File: src/rtl/master_spi_mode_pkg.sv
// Purpose: shared constants, types and helpers for the master-only serial SPI engine
// Assumes: one 100 MHz core clock, all control bits arrive as plain ports
// Notes:   frame layout and bit-order helpers are used by the engine only; the receive buffer takes the count and reset constants
`default_nettype none

package spim_pkg;

    ////////////////////////////////////////////////////////////////////////////////
    // frame and clocking constants
    localparam int          DATA_BITS       = 8;
    localparam int          BAUD_W          = 12;
    localparam int          EDGE_W          = 4;
    localparam logic [3:0]  FIRST_EDGE      = 4'h0;
    localparam logic [3:0]  LAST_EDGE       = 4'hf;
    localparam logic [3:0]  EDGE_STEP       = 4'h1;
    localparam logic [1:0]  MODE_SPI_MASTER = 2'b11;
    localparam logic [11:0] BAUD_RESET      = 12'h000;
    localparam logic [11:0] BAUD_ONE        = 12'h001;
    localparam logic [7:0]  BYTE_RESET      = 8'h00;
    localparam int          BAUD_LO_W       = 8;
    localparam int          BAUD_HI_W       = 4;
    localparam logic [1:0]  RX_EMPTY        = 2'h0;
    localparam logic [1:0]  RX_ONE          = 2'h1;
    localparam logic [1:0]  RX_FULL         = 2'h2;
    localparam int          CORE_CLK_MHZ    = 100;

    ////////////////////////////////////////////////////////////////////////////////
    // shifter states, one-hot
    typedef enum logic [1:0] {
        ST_IDLE  = 2'b01,
        ST_SHIFT = 2'b10
    } shift_state_t;

    ////////////////////////////////////////////////////////////////////////////////
    // bit at the head of the shifter for the selected order
    function automatic logic first_bit(input logic [7:0] data, input logic lsb_first);
        first_bit = lsb_first ? data[0] : data[DATA_BITS-1];
    endfunction

    // move the shifter one place toward the outgoing end
    function automatic logic [7:0] shift_out(input logic [7:0] data, input logic lsb_first);
        shift_out = lsb_first ? {1'b0, data[7:1]} : {data[6:0], 1'b0};
    endfunction

    // enter one sampled bit at the far end so the byte lands in natural order
    function automatic logic [7:0] shift_in(input logic [7:0] data, input logic bit_in,
                                            input logic lsb_first);
        shift_in = lsb_first ? {bit_in, data[7:1]} : {data[6:0], bit_in};
    endfunction

endpackage

`default_nettype wire

File: src/rtl/master_spi_mode_baud_gen.sv
// Purpose: half-period tick generator for the serial clock
// Assumes: reload arrives in the same cycle in which the divisor register first holds its new value
// Notes:   one tick every divisor+1 cycles, so the serial clock runs at core/(2*(divisor+1))
`default_nettype none

module spim_baud_gen
    import spim_pkg::*;
(
    input  wire logic              clk,
    input  wire logic              rst_n,
    input  wire logic              clk_en,
    input  wire logic [BAUD_W-1:0] baud,
    input  wire logic              reload,
    output var  logic              tick
);

    logic [BAUD_W-1:0] cnt_q;
    logic [BAUD_W-1:0] cnt_d;
    logic              tick_q;
    logic              tick_d;

    ////////////////////////////////////////////////////////////////////////////////
    // down counter, reloaded at zero or on a low-byte write
    always_comb begin
        cnt_d  = cnt_q;
        tick_d = 1'b0;
        if (reload) begin
            cnt_d = baud;
        end else if (cnt_q == BAUD_RESET) begin
            cnt_d  = baud;
            tick_d = 1'b1;
        end else begin
            cnt_d = cnt_q - BAUD_ONE;
        end
    end

    always_ff @(posedge clk) begin
        if (!rst_n) begin
            cnt_q  <= BAUD_RESET;
            tick_q <= 1'b0;
        end else if (clk_en) begin
            cnt_q  <= cnt_d;
            tick_q <= tick_d;
        end
    end

    assign tick = tick_q;

    a_reload_takes : assert property (@(posedge clk) disable iff (!rst_n)
        (reload && clk_en) |=> (cnt_q == $past(baud)))
        else $error("prescaler not reloaded on low byte write");

endmodule

`default_nettype wire

File: src/rtl/master_spi_mode_rx_buffer.sv
// Purpose: receive buffer, one level beyond the receive shifter plus the readable head
// Assumes: push and pop are single-cycle strobes
// Notes:   a push into a full buffer is dropped so the oldest bytes survive
`default_nettype none

module spim_rx_buffer
    import spim_pkg::*;
(
    input  wire logic       clk,
    input  wire logic       rst_n,
    input  wire logic       clk_en,
    input  wire logic       flush,
    input  wire logic       push,
    input  wire logic [7:0] push_data,
    input  wire logic       pop,
    output var  logic [7:0] head,
    output var  logic       not_empty
);

    logic [7:0] head_q;
    logic [7:0] head_d;
    logic [7:0] tail_q;
    logic [7:0] tail_d;
    logic [1:0] cnt_q;
    logic [1:0] cnt_d;
    logic       ne_q;
    logic       do_pop;

    ////////////////////////////////////////////////////////////////////////////////
    // two-entry queue with a registered head
    always_comb begin
        head_d = head_q;
        tail_d = tail_q;
        cnt_d  = cnt_q;
        do_pop = pop && (cnt_q != RX_EMPTY);
        if (do_pop) begin
            head_d = tail_q;
            cnt_d  = cnt_q - RX_ONE;
        end
        if (push) begin
            if (cnt_d == RX_EMPTY) begin
                head_d = push_data;
                cnt_d  = RX_ONE;
            end else if (cnt_d == RX_ONE) begin
                tail_d = push_data;
                cnt_d  = RX_FULL;
            end
            // full: newest byte is lost, stored bytes untouched
        end
        if (flush) begin
            cnt_d = RX_EMPTY;
        end
    end

    always_ff @(posedge clk) begin
        if (!rst_n) begin
            head_q <= BYTE_RESET;
            tail_q <= BYTE_RESET;
            cnt_q  <= RX_EMPTY;
            ne_q   <= 1'b0;
        end else if (clk_en) begin
            head_q <= head_d;
            tail_q <= tail_d;
            cnt_q  <= cnt_d;
            ne_q   <= (cnt_d != RX_EMPTY);
        end
    end

    assign head      = head_q;
    assign not_empty = ne_q;

    a_overflow_keeps_old : assert property (@(posedge clk) disable iff (!rst_n)
        (clk_en && push && !pop && !flush && cnt_q == RX_FULL) |=> (head_q == $past(head_q)
            && tail_q == $past(tail_q) && cnt_q == RX_FULL))
        else $error("overflow overwrote buffered data");

endmodule

`default_nettype wire

File: src/rtl/master_spi_mode_top.sv
// Purpose: master-only SPI engine built on the serial port's buffers and baud generator
// Assumes: control bits are plain ports; data, baud and flag accesses are single-cycle strobes
// Notes:   no slave select exists; chip select is left to general-purpose pins
//
// Overview of operation
// - one frame is eight data bits only
// - one order bit steers transmit and receive
// - queued data follows at once, else line high
// - two writes give sixteen bits, one completion
// - transmitter must be on; receiver optional
// - transmit enable takes over the output pin
// - receive enable takes over the input pin
// - transmitter drives transfer clock in both cases
// - data write starts every transfer, no write no clock
// - buffered byte loads when shifter frees up
// - overflow drops newest byte, keeps oldest
// - receive has extra level; transmit double buffered
// - usual flags work; error flags read zero
// - baud divisor resets to zero
// - no slave select, master only
// - no collision flag, no double-speed bit
// - mode field both ones selects this mode
// - clock is core over two times divisor plus one
// - polarity and phase pick four modes, opposite edges
// - low byte write reloads the prescaler at once
`default_nettype none

module spim_top
    import spim_pkg::*;
(
    input  wire logic       CORE_CLK,
    input  wire logic       RST_N,
    input  wire logic       CLK_EN,
    input  wire logic [1:0] PORT_MODE_SELECT,
    input  wire logic       TRANSMITTER_ENABLE,
    input  wire logic       RECEIVER_ENABLE,
    input  wire logic       BIT_ORDER_SELECT,
    input  wire logic       CLOCK_POLARITY_BIT,
    input  wire logic       CLOCK_PHASE_BIT,
    input  wire logic       CLOCK_PIN_DIRECTION,
    input  wire logic       BAUD_WR_LOW,
    input  wire logic       BAUD_WR_HIGH,
    input  wire logic [7:0] BAUD_WDATA,
    input  wire logic       DATA_WRITE,
    input  wire logic [7:0] DATA_WDATA,
    input  wire logic       DATA_READ,
    input  wire logic       TXC_CLEAR,
    input  wire logic       SERIAL_IN_PIN,
    output var  logic [7:0] DATA_RDATA,
    output var  logic       RECEIVE_COMPLETE_FLAG,
    output var  logic       TRANSMIT_COMPLETE_FLAG,
    output var  logic       DATA_REG_EMPTY_FLAG,
    output var  logic       FRAMING_ERROR_FLAG,
    output var  logic       OVERRUN_ERROR_FLAG,
    output var  logic       PARITY_ERROR_FLAG,
    output var  logic       SERIAL_OUT_PIN,
    output var  logic       SERIAL_OUT_OE,
    output var  logic       SERIAL_IN_SELECT,
    output var  logic       TRANSFER_CLOCK_PIN,
    output var  logic       TRANSFER_CLOCK_OE
);

    ////////////////////////////////////////////////////////////////////////////////
    // declarations
    logic [BAUD_W-1:0] baud_q;
    logic [BAUD_W-1:0] baud_d;
    logic              reload_q;
    logic              tick;
    shift_state_t      state_q;
    shift_state_t      state_d;
    logic [EDGE_W-1:0] edge_q;
    logic [EDGE_W-1:0] edge_d;
    logic [7:0]        tx_sh_q;
    logic [7:0]        tx_sh_d;
    logic [7:0]        rx_sh_q;
    logic [7:0]        rx_sh_d;
    logic [7:0]        txbuf_q;
    logic [7:0]        txbuf_d;
    logic              txfull_q;
    logic              txfull_d;
    logic              txc_q;
    logic              txc_d;
    logic              sclk_q;
    logic              sclk_d;
    logic              sdo_q;
    logic              sdo_d;
    logic              out_oe_q;
    logic              in_sel_q;
    logic              clk_oe_q;
    logic              udre_q;
    logic              err_q;
    logic              mode_on;
    logic              active;
    logic              leading;
    logic              sample;
    logic              push;
    logic              load;

    // mode field both ones puts the port in this mode
    assign mode_on = (PORT_MODE_SELECT == MODE_SPI_MASTER);
    assign active  = mode_on && TRANSMITTER_ENABLE;

    ////////////////////////////////////////////////////////////////////////////////
    // baud divisor register, zero after reset, low write reloads prescaler
    always_comb begin
        baud_d = baud_q;
        if (BAUD_WR_HIGH) begin
            baud_d[BAUD_W-1:BAUD_LO_W] = BAUD_WDATA[BAUD_HI_W-1:0];
        end
        if (BAUD_WR_LOW) begin
            baud_d[BAUD_LO_W-1:0] = BAUD_WDATA;
        end
    end

    always_ff @(posedge CORE_CLK) begin
        if (!RST_N) begin
            baud_q   <= BAUD_RESET;
            reload_q <= 1'b0;
        end else if (CLK_EN) begin
            baud_q   <= baud_d;
            reload_q <= BAUD_WR_LOW;
        end
    end

    // higher rates come only from a smaller divisor
    spim_baud_gen u_baud (
        .clk    (CORE_CLK),
        .rst_n  (RST_N),
        .clk_en (CLK_EN),
        .baud   (baud_q),
        .reload (reload_q),
        .tick   (tick)
    );

    ////////////////////////////////////////////////////////////////////////////////
    // transfer control: transmit buffer, shifters, serial clock and completion flag
    always_comb begin
        state_d  = state_q;
        edge_d   = edge_q;
        tx_sh_d  = tx_sh_q;
        rx_sh_d  = rx_sh_q;
        txbuf_d  = txbuf_q;
        txfull_d = txfull_q;
        txc_d    = txc_q;
        sclk_d   = sclk_q;
        sdo_d    = sdo_q;
        push     = 1'b0;
        load     = 1'b0;
        leading  = ~edge_q[0];
        sample   = leading ^ CLOCK_PHASE_BIT;
        if (TXC_CLEAR) begin
            txc_d = 1'b0;
        end
        unique case (state_q)
            ST_IDLE: begin
                sclk_d = CLOCK_POLARITY_BIT;
                sdo_d  = 1'b1;
                edge_d = FIRST_EDGE;
                load   = active && txfull_q;
            end
            ST_SHIFT: begin
                if (!mode_on) begin
                    state_d = ST_IDLE;
                    sdo_d   = 1'b1;
                end else if (tick) begin
                    sclk_d = ~sclk_q;
                    edge_d = edge_q + EDGE_STEP;
                    if (sample) begin
                        rx_sh_d = shift_in(rx_sh_q, SERIAL_IN_PIN, BIT_ORDER_SELECT);
                    end else if (CLOCK_PHASE_BIT && edge_q == FIRST_EDGE) begin
                        sdo_d = first_bit(tx_sh_q, BIT_ORDER_SELECT);
                    end else if (edge_q != LAST_EDGE) begin
                        tx_sh_d = shift_out(tx_sh_q, BIT_ORDER_SELECT);
                        sdo_d   = first_bit(tx_sh_d, BIT_ORDER_SELECT);
                    end
                    if (edge_q == LAST_EDGE) begin
                        // sixteen edges close the eight-bit frame
                        push = RECEIVER_ENABLE;
                        if (active && txfull_q) begin
                            load = 1'b1;
                        end else begin
                            // data line holds through the last sample edge; idle drives it high next cycle
                            state_d = ST_IDLE;
                            txc_d   = 1'b1;
                        end
                    end
                end
            end
            default: begin
                state_d = ST_IDLE;
            end
        endcase
        // queued byte moves into the free shifter
        if (load) begin
            tx_sh_d  = txbuf_q;
            txfull_d = 1'b0;
            state_d  = ST_SHIFT;
            edge_d   = FIRST_EDGE;
            sdo_d    = CLOCK_PHASE_BIT ? sdo_d : first_bit(txbuf_q, BIT_ORDER_SELECT);
        end
        // second buffer level accepts a write while shifting
        if (DATA_WRITE && active && !txfull_q) begin
            txbuf_d  = DATA_WDATA;
            txfull_d = 1'b1;
        end
        if (!mode_on || !TRANSMITTER_ENABLE) begin
            txfull_d = 1'b0;
        end
    end

    always_ff @(posedge CORE_CLK) begin
        if (!RST_N) begin
            state_q  <= ST_IDLE;
            edge_q   <= FIRST_EDGE;
            tx_sh_q  <= BYTE_RESET;
            rx_sh_q  <= BYTE_RESET;
            txbuf_q  <= BYTE_RESET;
            txfull_q <= 1'b0;
            txc_q    <= 1'b0;
            sclk_q   <= 1'b0;
            sdo_q    <= 1'b1;
        end else if (CLK_EN) begin
            state_q  <= state_d;
            edge_q   <= edge_d;
            tx_sh_q  <= tx_sh_d;
            rx_sh_q  <= rx_sh_d;
            txbuf_q  <= txbuf_d;
            txfull_q <= txfull_d;
            txc_q    <= txc_d;
            sclk_q   <= sclk_d;
            sdo_q    <= sdo_d;
        end
    end

    ////////////////////////////////////////////////////////////////////////////////
    // receive buffer, flushed while the receiver is off
    spim_rx_buffer u_rxbuf (
        .clk       (CORE_CLK),
        .rst_n     (RST_N),
        .clk_en    (CLK_EN),
        .flush     (!RECEIVER_ENABLE),
        .push      (push),
        .push_data (rx_sh_d),
        .pop       (DATA_READ),
        .head      (DATA_RDATA),
        .not_empty (RECEIVE_COMPLETE_FLAG)
    );

    ////////////////////////////////////////////////////////////////////////////////
    // pin takeover and status flags, all registered
    always_ff @(posedge CORE_CLK) begin
        if (!RST_N) begin
            out_oe_q <= 1'b0;
            in_sel_q <= 1'b0;
            clk_oe_q <= 1'b0;
            udre_q   <= 1'b1;
            err_q    <= 1'b0;
        end else if (CLK_EN) begin
            out_oe_q <= active;
            in_sel_q <= mode_on && RECEIVER_ENABLE;
            clk_oe_q <= mode_on && CLOCK_PIN_DIRECTION;
            udre_q   <= !txfull_d;
            err_q    <= 1'b0;
        end
    end

    assign SERIAL_OUT_PIN         = sdo_q;
    assign SERIAL_OUT_OE          = out_oe_q;
    assign SERIAL_IN_SELECT       = in_sel_q;
    assign TRANSFER_CLOCK_PIN     = sclk_q;
    assign TRANSFER_CLOCK_OE      = clk_oe_q;
    assign TRANSMIT_COMPLETE_FLAG = txc_q;
    assign DATA_REG_EMPTY_FLAG    = udre_q;
    assign FRAMING_ERROR_FLAG     = err_q;
    assign OVERRUN_ERROR_FLAG     = err_q;
    assign PARITY_ERROR_FLAG      = err_q;

    ////////////////////////////////////////////////////////////////////////////////
    // checks
    a_error_flags_zero : assert property (@(posedge CORE_CLK) disable iff (!RST_N)
        !(FRAMING_ERROR_FLAG || OVERRUN_ERROR_FLAG || PARITY_ERROR_FLAG))
        else $error("error flag read nonzero");

    a_idle_line_high : assert property (@(posedge CORE_CLK) disable iff (!RST_N)
        (state_q == ST_IDLE && $past(state_q) == ST_IDLE) |-> sdo_q)
        else $error("data line not idle high between frames");

    a_idle_no_clock : assert property (@(posedge CORE_CLK) disable iff (!RST_N)
        (CLK_EN && state_q == ST_IDLE && !load) |=> (sclk_q == $past(CLOCK_POLARITY_BIT)))
        else $error("serial clock moved with no transfer");

    a_frame_end_level : assert property (@(posedge CORE_CLK) disable iff (!RST_N)
        (CLK_EN && state_q == ST_SHIFT && mode_on && tick && edge_q == LAST_EDGE)
            |=> (sclk_q == CLOCK_POLARITY_BIT))
        else $error("frame did not end with clock at idle level");

    a_txc_after_frame : assert property (@(posedge CORE_CLK) disable iff (!RST_N)
        $rose(txc_q) |-> ($past(state_q) == ST_SHIFT && !$past(txfull_q) && state_q == ST_IDLE))
        else $error("completion flag set while data still queued");

    a_load_when_free : assert property (@(posedge CORE_CLK) disable iff (!RST_N)
        (CLK_EN && state_q == ST_IDLE && active && txfull_q)
            |=> (state_q == ST_SHIFT && tx_sh_q == $past(txbuf_q) && edge_q == FIRST_EDGE))
        else $error("buffered byte not moved to shifter");

    a_txc_set_wins : assert property (@(posedge CORE_CLK) disable iff (!RST_N)
        (CLK_EN && TXC_CLEAR && state_q == ST_SHIFT && mode_on && tick && edge_q == LAST_EDGE && !load)
            |=> txc_q)
        else $error("completion lost against a clear");

    a_baud_after_reset : assert property (@(posedge CORE_CLK)
        !RST_N |=> (baud_q == BAUD_RESET))
        else $error("baud divisor not zero after reset");

    a_pin_takeover : assert property (@(posedge CORE_CLK) disable iff (!RST_N)
        (CLK_EN ##1 CLK_EN) |-> (SERIAL_OUT_OE == $past(active)
            && SERIAL_IN_SELECT == $past(mode_on && RECEIVER_ENABLE)))
        else $error("pin takeover does not follow enables");

endmodule

`default_nettype wire

File: config.mk
export PLATFORM = sky130hd
export DESIGN_NAME = spim_top
export DESIGN_NICKNAME = d
export VERILOG_FILES = /design/src/rtl/master_spi_mode_pkg.sv /design/src/rtl/master_spi_mode_baud_gen.sv /design/src/rtl/master_spi_mode_rx_buffer.sv /design/src/rtl/master_spi_mode_top.sv
export SDC_FILE = /design/constraint.sdc
export NUM_CORES = 1
export LEC_CHECK = 0
export BUFFER_PORTS_ARGS = -buffer_cell sky130_fd_sc_hd__buf_2
export CORE_ASPECT_RATIO = 2
export CORE_UTILIZATION = 59
export CTS_CLUSTER_SIZE = 40
export DETAILED_ROUTE_END_ITERATION = 10
export PLACE_DENSITY = 0.8
export SYNTH_ARGS = -nofsm -noshare
export SYNTH_HDL_FRONTEND = slang
export SYNTH_SLANG_ARGS = --single-unit
File: constraint.sdc
create_clock -name CORE_CLK -period 2.3 [get_ports CORE_CLK]
set_input_delay 0.23 -clock CORE_CLK [delete_from_list [all_inputs] [get_ports CORE_CLK]]
set_output_delay 0.23 -clock CORE_CLK [all_outputs]
set_load 0.05 [all_outputs]
Word level (Yosys, flattened, before mapping):

Cells that the tools add are included.

* flip-flop bits (word level): 83
* bits of input ports: 33
* word-level logic and storage cells: 144

* add/sub/neg operators: 3
* eq/ne operators: 16
* mux-type cells: 67
* bitwise operators: 4
* reductions and logical operators: 32

Operators by type and width (number)
* 8-bit two-way mux: 16
* 1-bit two-way mux: 31
* 12-bit two-way mux: 2
* 2-bit two-way mux: 10
* 2-bit nonzero test: 7
* 12-bit logical NOT: 1
* 4-bit two-way mux: 3
* 4-bit inequality test, second input constant: 3
* 4-bit AND reduction: 3
* 12-bit by 1-bit subtractor with 12-bit output, second input constant: 1
* 1-bit logical AND: 8
* 4-bit one-hot mux with 2 select lines: 1
* 7-bit AND reduction: 1
* 2-bit inequality test, second input constant: 3
* 1-bit one-hot mux with 2 select lines: 3
* 2-bit AND reduction: 3
* 5-bit AND reduction: 1
* 4-bit by 1-bit adder with 4-bit output, second input constant: 1
* 2-bit by 1-bit equality test with 1-bit output, second input constant: 2
* 2-bit equality test, second input constant: 2
* 4-bit equality test, second input constant: 1
* 1-bit logical NOT: 4
* 4-bit logical NOT: 1
* 2-bit by 1-bit inequality test with 1-bit output, second input constant: 2
* other kinds (10): 12

Depth between registers and ports, before layout:

* depth in word-level cells: 12
* mapped depth: 11
* depth with buffers taken out: 9

Modules after synthesis:

A second synthesis with hierarchy kept.

* cell total of the unflattened synthesis: 526
* area, all modules: 4589.4 µm²

By module, submodules not included
* spim_top: instances 1, cells each 308, area each 2720.1 µm²
* spim_rx_buffer: instances 1, cells each 105, area each 943.4 µm²
* spim_baud_gen: instances 1, cells each 113, area each 925.9 µm²

Least setup slack after synthesis:

OpenSTA, ideal clock, no wires.

* kind: reg2reg
* start point: register u_rxbuf.cnt_q[0]
* end point: register u_rxbuf.tail_q[0]
* setup time: 0.116 ns
* data arrival time: 1.986 ns
* required time: 2.184 ns
* setup slack: 0.198 ns
* stages on the path, launching flop included: 10
* clock period less this slack: 2.102 ns
* cell sequence: dfxtp_1 > inv_1 > ha_1 > nand2b_1 > mux2_2 > ha_1 > nor4b_2 > buf_4 > mux2i_1 > nor2b_1

* longest elaborated chain between the ends: 6

Ends and longest elaborated chain
* start, declared: line master_spi_mode_rx_buffer.sv:24 `logic [1:0] cnt_q;`
* start signal, assigned: line master_spi_mode_rx_buffer.sv:64 `cnt_q <= cnt_d;`
* branches (longest 2 deep; another with 2-bit by 1-bit subtractor with 2-bit output)
* 2-bit two-way mux (*): line master_spi_mode_rx_buffer.sv:36 `if (do_pop) begin`
* 2-bit logical NOT: line master_spi_mode_rx_buffer.sv:41 `if (cnt_d == RX_EMPTY) begin`
* 1-bit NOT (no source line)
* 4-bit AND reduction (no source line) (*)
* end signal, assigned: line master_spi_mode_rx_buffer.sv:63 `tail_q <= tail_d;`
* end, declared: line master_spi_mode_rx_buffer.sv:22 `logic [7:0] tail_q;`

Mark *: on every way between the ends.
A chain may end at the register's enable or synchronous reset.

Final worst setup path:

* start point: register u_rxbuf.cnt_q[0]
* end point: register u_rxbuf.tail_q[5]

Same word-level chain as after synthesis.

==> flow_summary.yaml <==
status:
  status: "complete, but fails checks"
  failed_checks: "setup timing"
synth:
  synth-edff-count: 0
  syn-mean-instance-area_um2: 8.71
  ys.flop_type: "dfxtp_1"
  async_flop_share_pct: 0
  synthCells: 515
  ys_seq_area_share_pct: 37.0
  yosysUniqueCellTypes: 62
  yosysTopAreaCell: "dfxtp_1"
  yosysTopAreaCellShare_pct: 37.0
  syn_area_mm2: 0.00449
  ys_ff_latch: 83
  synth.area.top_cells: "dfxtp_1, mux2i_1, nor2b_1"
  yosysWarnings: 0
clock_tree:
  cts_root_buf: "clkbuf_16"
  htree_levels: 3
  clockBufferDepth: 2
  cts_tree: "done"
  path_clk_slew_ns: 0.06
  insertion_delay_ns: 0.34
  cts_inserted_buffers: 9
  clock-sinks: 83
floorplan:
  die_x_um: 63.7
  start_util_pct: 61.3
  io_pins: 52
  num_rows: 44
  fp.dieArea_mm2: 0.00798
  die_y_um: 125
  core_mm2: 0.00732
global_route:
  grt_max_degree: 62
  antenna_found_initial: 0
  grt_pass1_vias: 3934
  grt_pass1_wl_mm: 18.4
  grt-ovfl-total: 0
  track_usage_pct: 29.5
drt:
  drt_iter0_drc: 285
  dr_wl_met3_um: 341
  top_layer: "met4"
  met2_length_mm: 6.37
  post_drt_via_cell_ratio: 6.08
  wirelength_mm: 11.4
  drc: 0
  wl_met1_mm: 4.17
  drtAntennaViolNets: 0
  first_pass_iters: 5
  vias: 3983
  wire_per_inst_um: 17.4
timing:
  tns_ns: -0.00337
  whs_ns: 0.154
  slew_viol_final: 0
  timing.fmax_ghz: 0.434
  min_period_ns: 2.30
  final_hold_viol_count: 0
  period_share_pct: 100
  setup_viol: 1
  worst_pin_slew_ns: 0.752
  skew_ns: 0.00697
  max_slew_margin_pct: 49.5
  setup_slack_ns: -0.00337
finish:
  final_common_cell: "dfxtp_1"
  drive_gt1_share_pct: 18.7
  fin_nets: 600
  syn2layout_area_growth_pct: 15.1
  fill_cells: 577
  n_antenna_cell: 0
  layout_common_cells: "dfxtp_1, mux2i_1, nand2_1, buf_2, a21oi_1"
critical_path:
  crit_fanout: 8
  r2r_slack_ns: -0.003
  arrival_ns: 2.51
  startpoint_type: "flip-flop"
  path_class: "flip-flop to flip-flop"
  cp.required_ns: 2.51
  critical_path.endpoint_type: "flip-flop"
job:
  maxCapViolCount: 0
place:
  place_congestion: 0.927
  numPortBuffers: 48
  dpl.hpwl_mm: 8.07
power_and_ir_drop:
  ir_worst_vdd_uv: 526
  leakage_nw: 2.02
  power_density_mw_per_mm2: 891
min_path:
  hp-class: "primary input to flip-flop"
-- worst paths after layout --
path,startpoint,to,depth (start not counted)
worst max-delay path,u_rxbuf.cnt_q[0],u_rxbuf.tail_q[5],9
worst min-delay path,DATA_WDATA[3],txbuf_q[3],3
worst max register to register,u_rxbuf.cnt_q[0],u_rxbuf.tail_q[5],9
worst min register to register,baud_q[5],baud_q[5],2
-- what timing repair did --
item / 4_1_cts / 5_1_grt
endpoints found under the setup margin: 0 / 16
resized for setup: 0 / 2
setup buffers: 0 / 1
hold buffers: 0 / 0
-- stage by stage --
| step | cells | total power [W] | worst slack (ns) | util [%] | area [um2] |
|---|---|---|---|---|---|
| after floorplan | 517 | 0.00273 | 0.198 | - | 4490 |
| after global placement | 637 | 0.00299 | 0.193 | 65.8 | 4820 |
| after detailed placement | 637 | 0.00304 | 0.0789 | 65.8 | 4820 |
| after CTS | 653 | 0.00459 | 0.0391 | 70.1 | 5130 |
| after global routing | 655 | 0.00482 | -0.0707 | 70.5 | 5160 |
| final | 655 | 0.00460 | -0.00337 | 70.5 | 5160 |
-- flip-flops by register name, summed over array words and instances, names as in the netlist, 4 cells and up --
register        cells
u_rxbuf.head        8
tx_sh_q             8
edge_q              4
u_rxbuf.tail_q      8
baud_q             12
u_baud.cnt_q       12
txbuf_q             8
rx_sh_q             8
-- layer usage --
metal	track usage [%]	vias to the layer above
met1	29.1	1894
met3	6.02	39
li1	-	1949
met4	16.2	0
met5	0	-
met2	55.1	101
-- kinds of logic (layout without fill, tap and decap cells) --
kind of cell | after synthesis | after routing | synth area share, %
flip-flops | 83 | 83 | 37.0
multiplexers | 54 | 54 | 12.2
XOR/XNOR | 2 | 2 | 0.391
AND/OR/NAND/NOR | 158 | 158 | 19.3
AO/OA/AOI/OAI | 151 | 152 | 22.4
adder cells (fa/ha/maj) | 9 | 9 | 2.51
other | 1 | 3 | 0.0836
buffers and inverters | 57 | 102 | 6.05
-- report_power, final --
group	total [W]	switching (W)	internal (W)
Clock	0.00154	0.000579	0.000959
Sequential	0.00174	0.000183	0.00155
Combinational	0.00132	0.000744	0.000579
Total	0.00460	0.00151	0.00309
-- critical path, cell delays in order, from the launching register on --
cell and delay [ns]:
dfxtp_1 0.29, inv_1 0.10, ha_1 0.16, nand2b_4 0.13, mux2_2 0.36, ha_2 0.20, nor4b_2 0.26, buf_4 0.23
mux2i_1 0.31, nor2b_1 0.12
-- layout make-up --
cell class / count / area [um2] / share of cell area, %
Clock buffer: 11 / 233 / 4.51
Clock inverter: 5 / 86.3 / 1.67
Inverter: 15 / 56.3 / 1.09
Multi-Input combinational cell: 378 / 2580 / 50.1
Sequential cell: 83 / 1660 / 32.2
Tap cell: 92 / 115 / 2.23
Timing Repair Buffer: 71 / 425 / 8.24
-- synth_stat cells, types with 2 or more instances --
| master | count |
|---|---|
| nand4_1 | 7 |
| nor2b_1 | 30 |
| a211oi_1 | 7 |
| a21boi_0 | 23 |
| dfxtp_1 | 83 |
| ha_1 | 9 |
| nand2_1 | 48 |
| a32oi_1 | 2 |
| o31a_1 | 2 |
| o221a_2 | 2 |
| o211ai_1 | 7 |
| o21ai_1 | 4 |
| o31ai_1 | 2 |
| nor3b_1 | 2 |
| xnor2_1 | 2 |
| a31oi_1 | 11 |
| or4_1 | 2 |
| nor4_1 | 4 |
| o21a_1 | 5 |
| and4_1 | 2 |
| inv_1 | 14 |
| nand2b_1 | 4 |
| o21ai_0 | 25 |
| a21oi_1 | 35 |
| mux2_2 | 4 |
| buf_2 | 12 |
| o221ai_1 | 6 |
| nor2_1 | 19 |
| and2_1 | 2 |
| or3_1 | 3 |
| mux2i_1 | 49 |
| nor3_1 | 4 |
| nand3_1 | 19 |
| clkbuf_1 | 19 |
| o2bb2ai_1 | 2 |
| buf_4 | 9 |
| and3_1 | 3 |
| a21o_1 | 8 |
(Power assumes the default switching activity.)
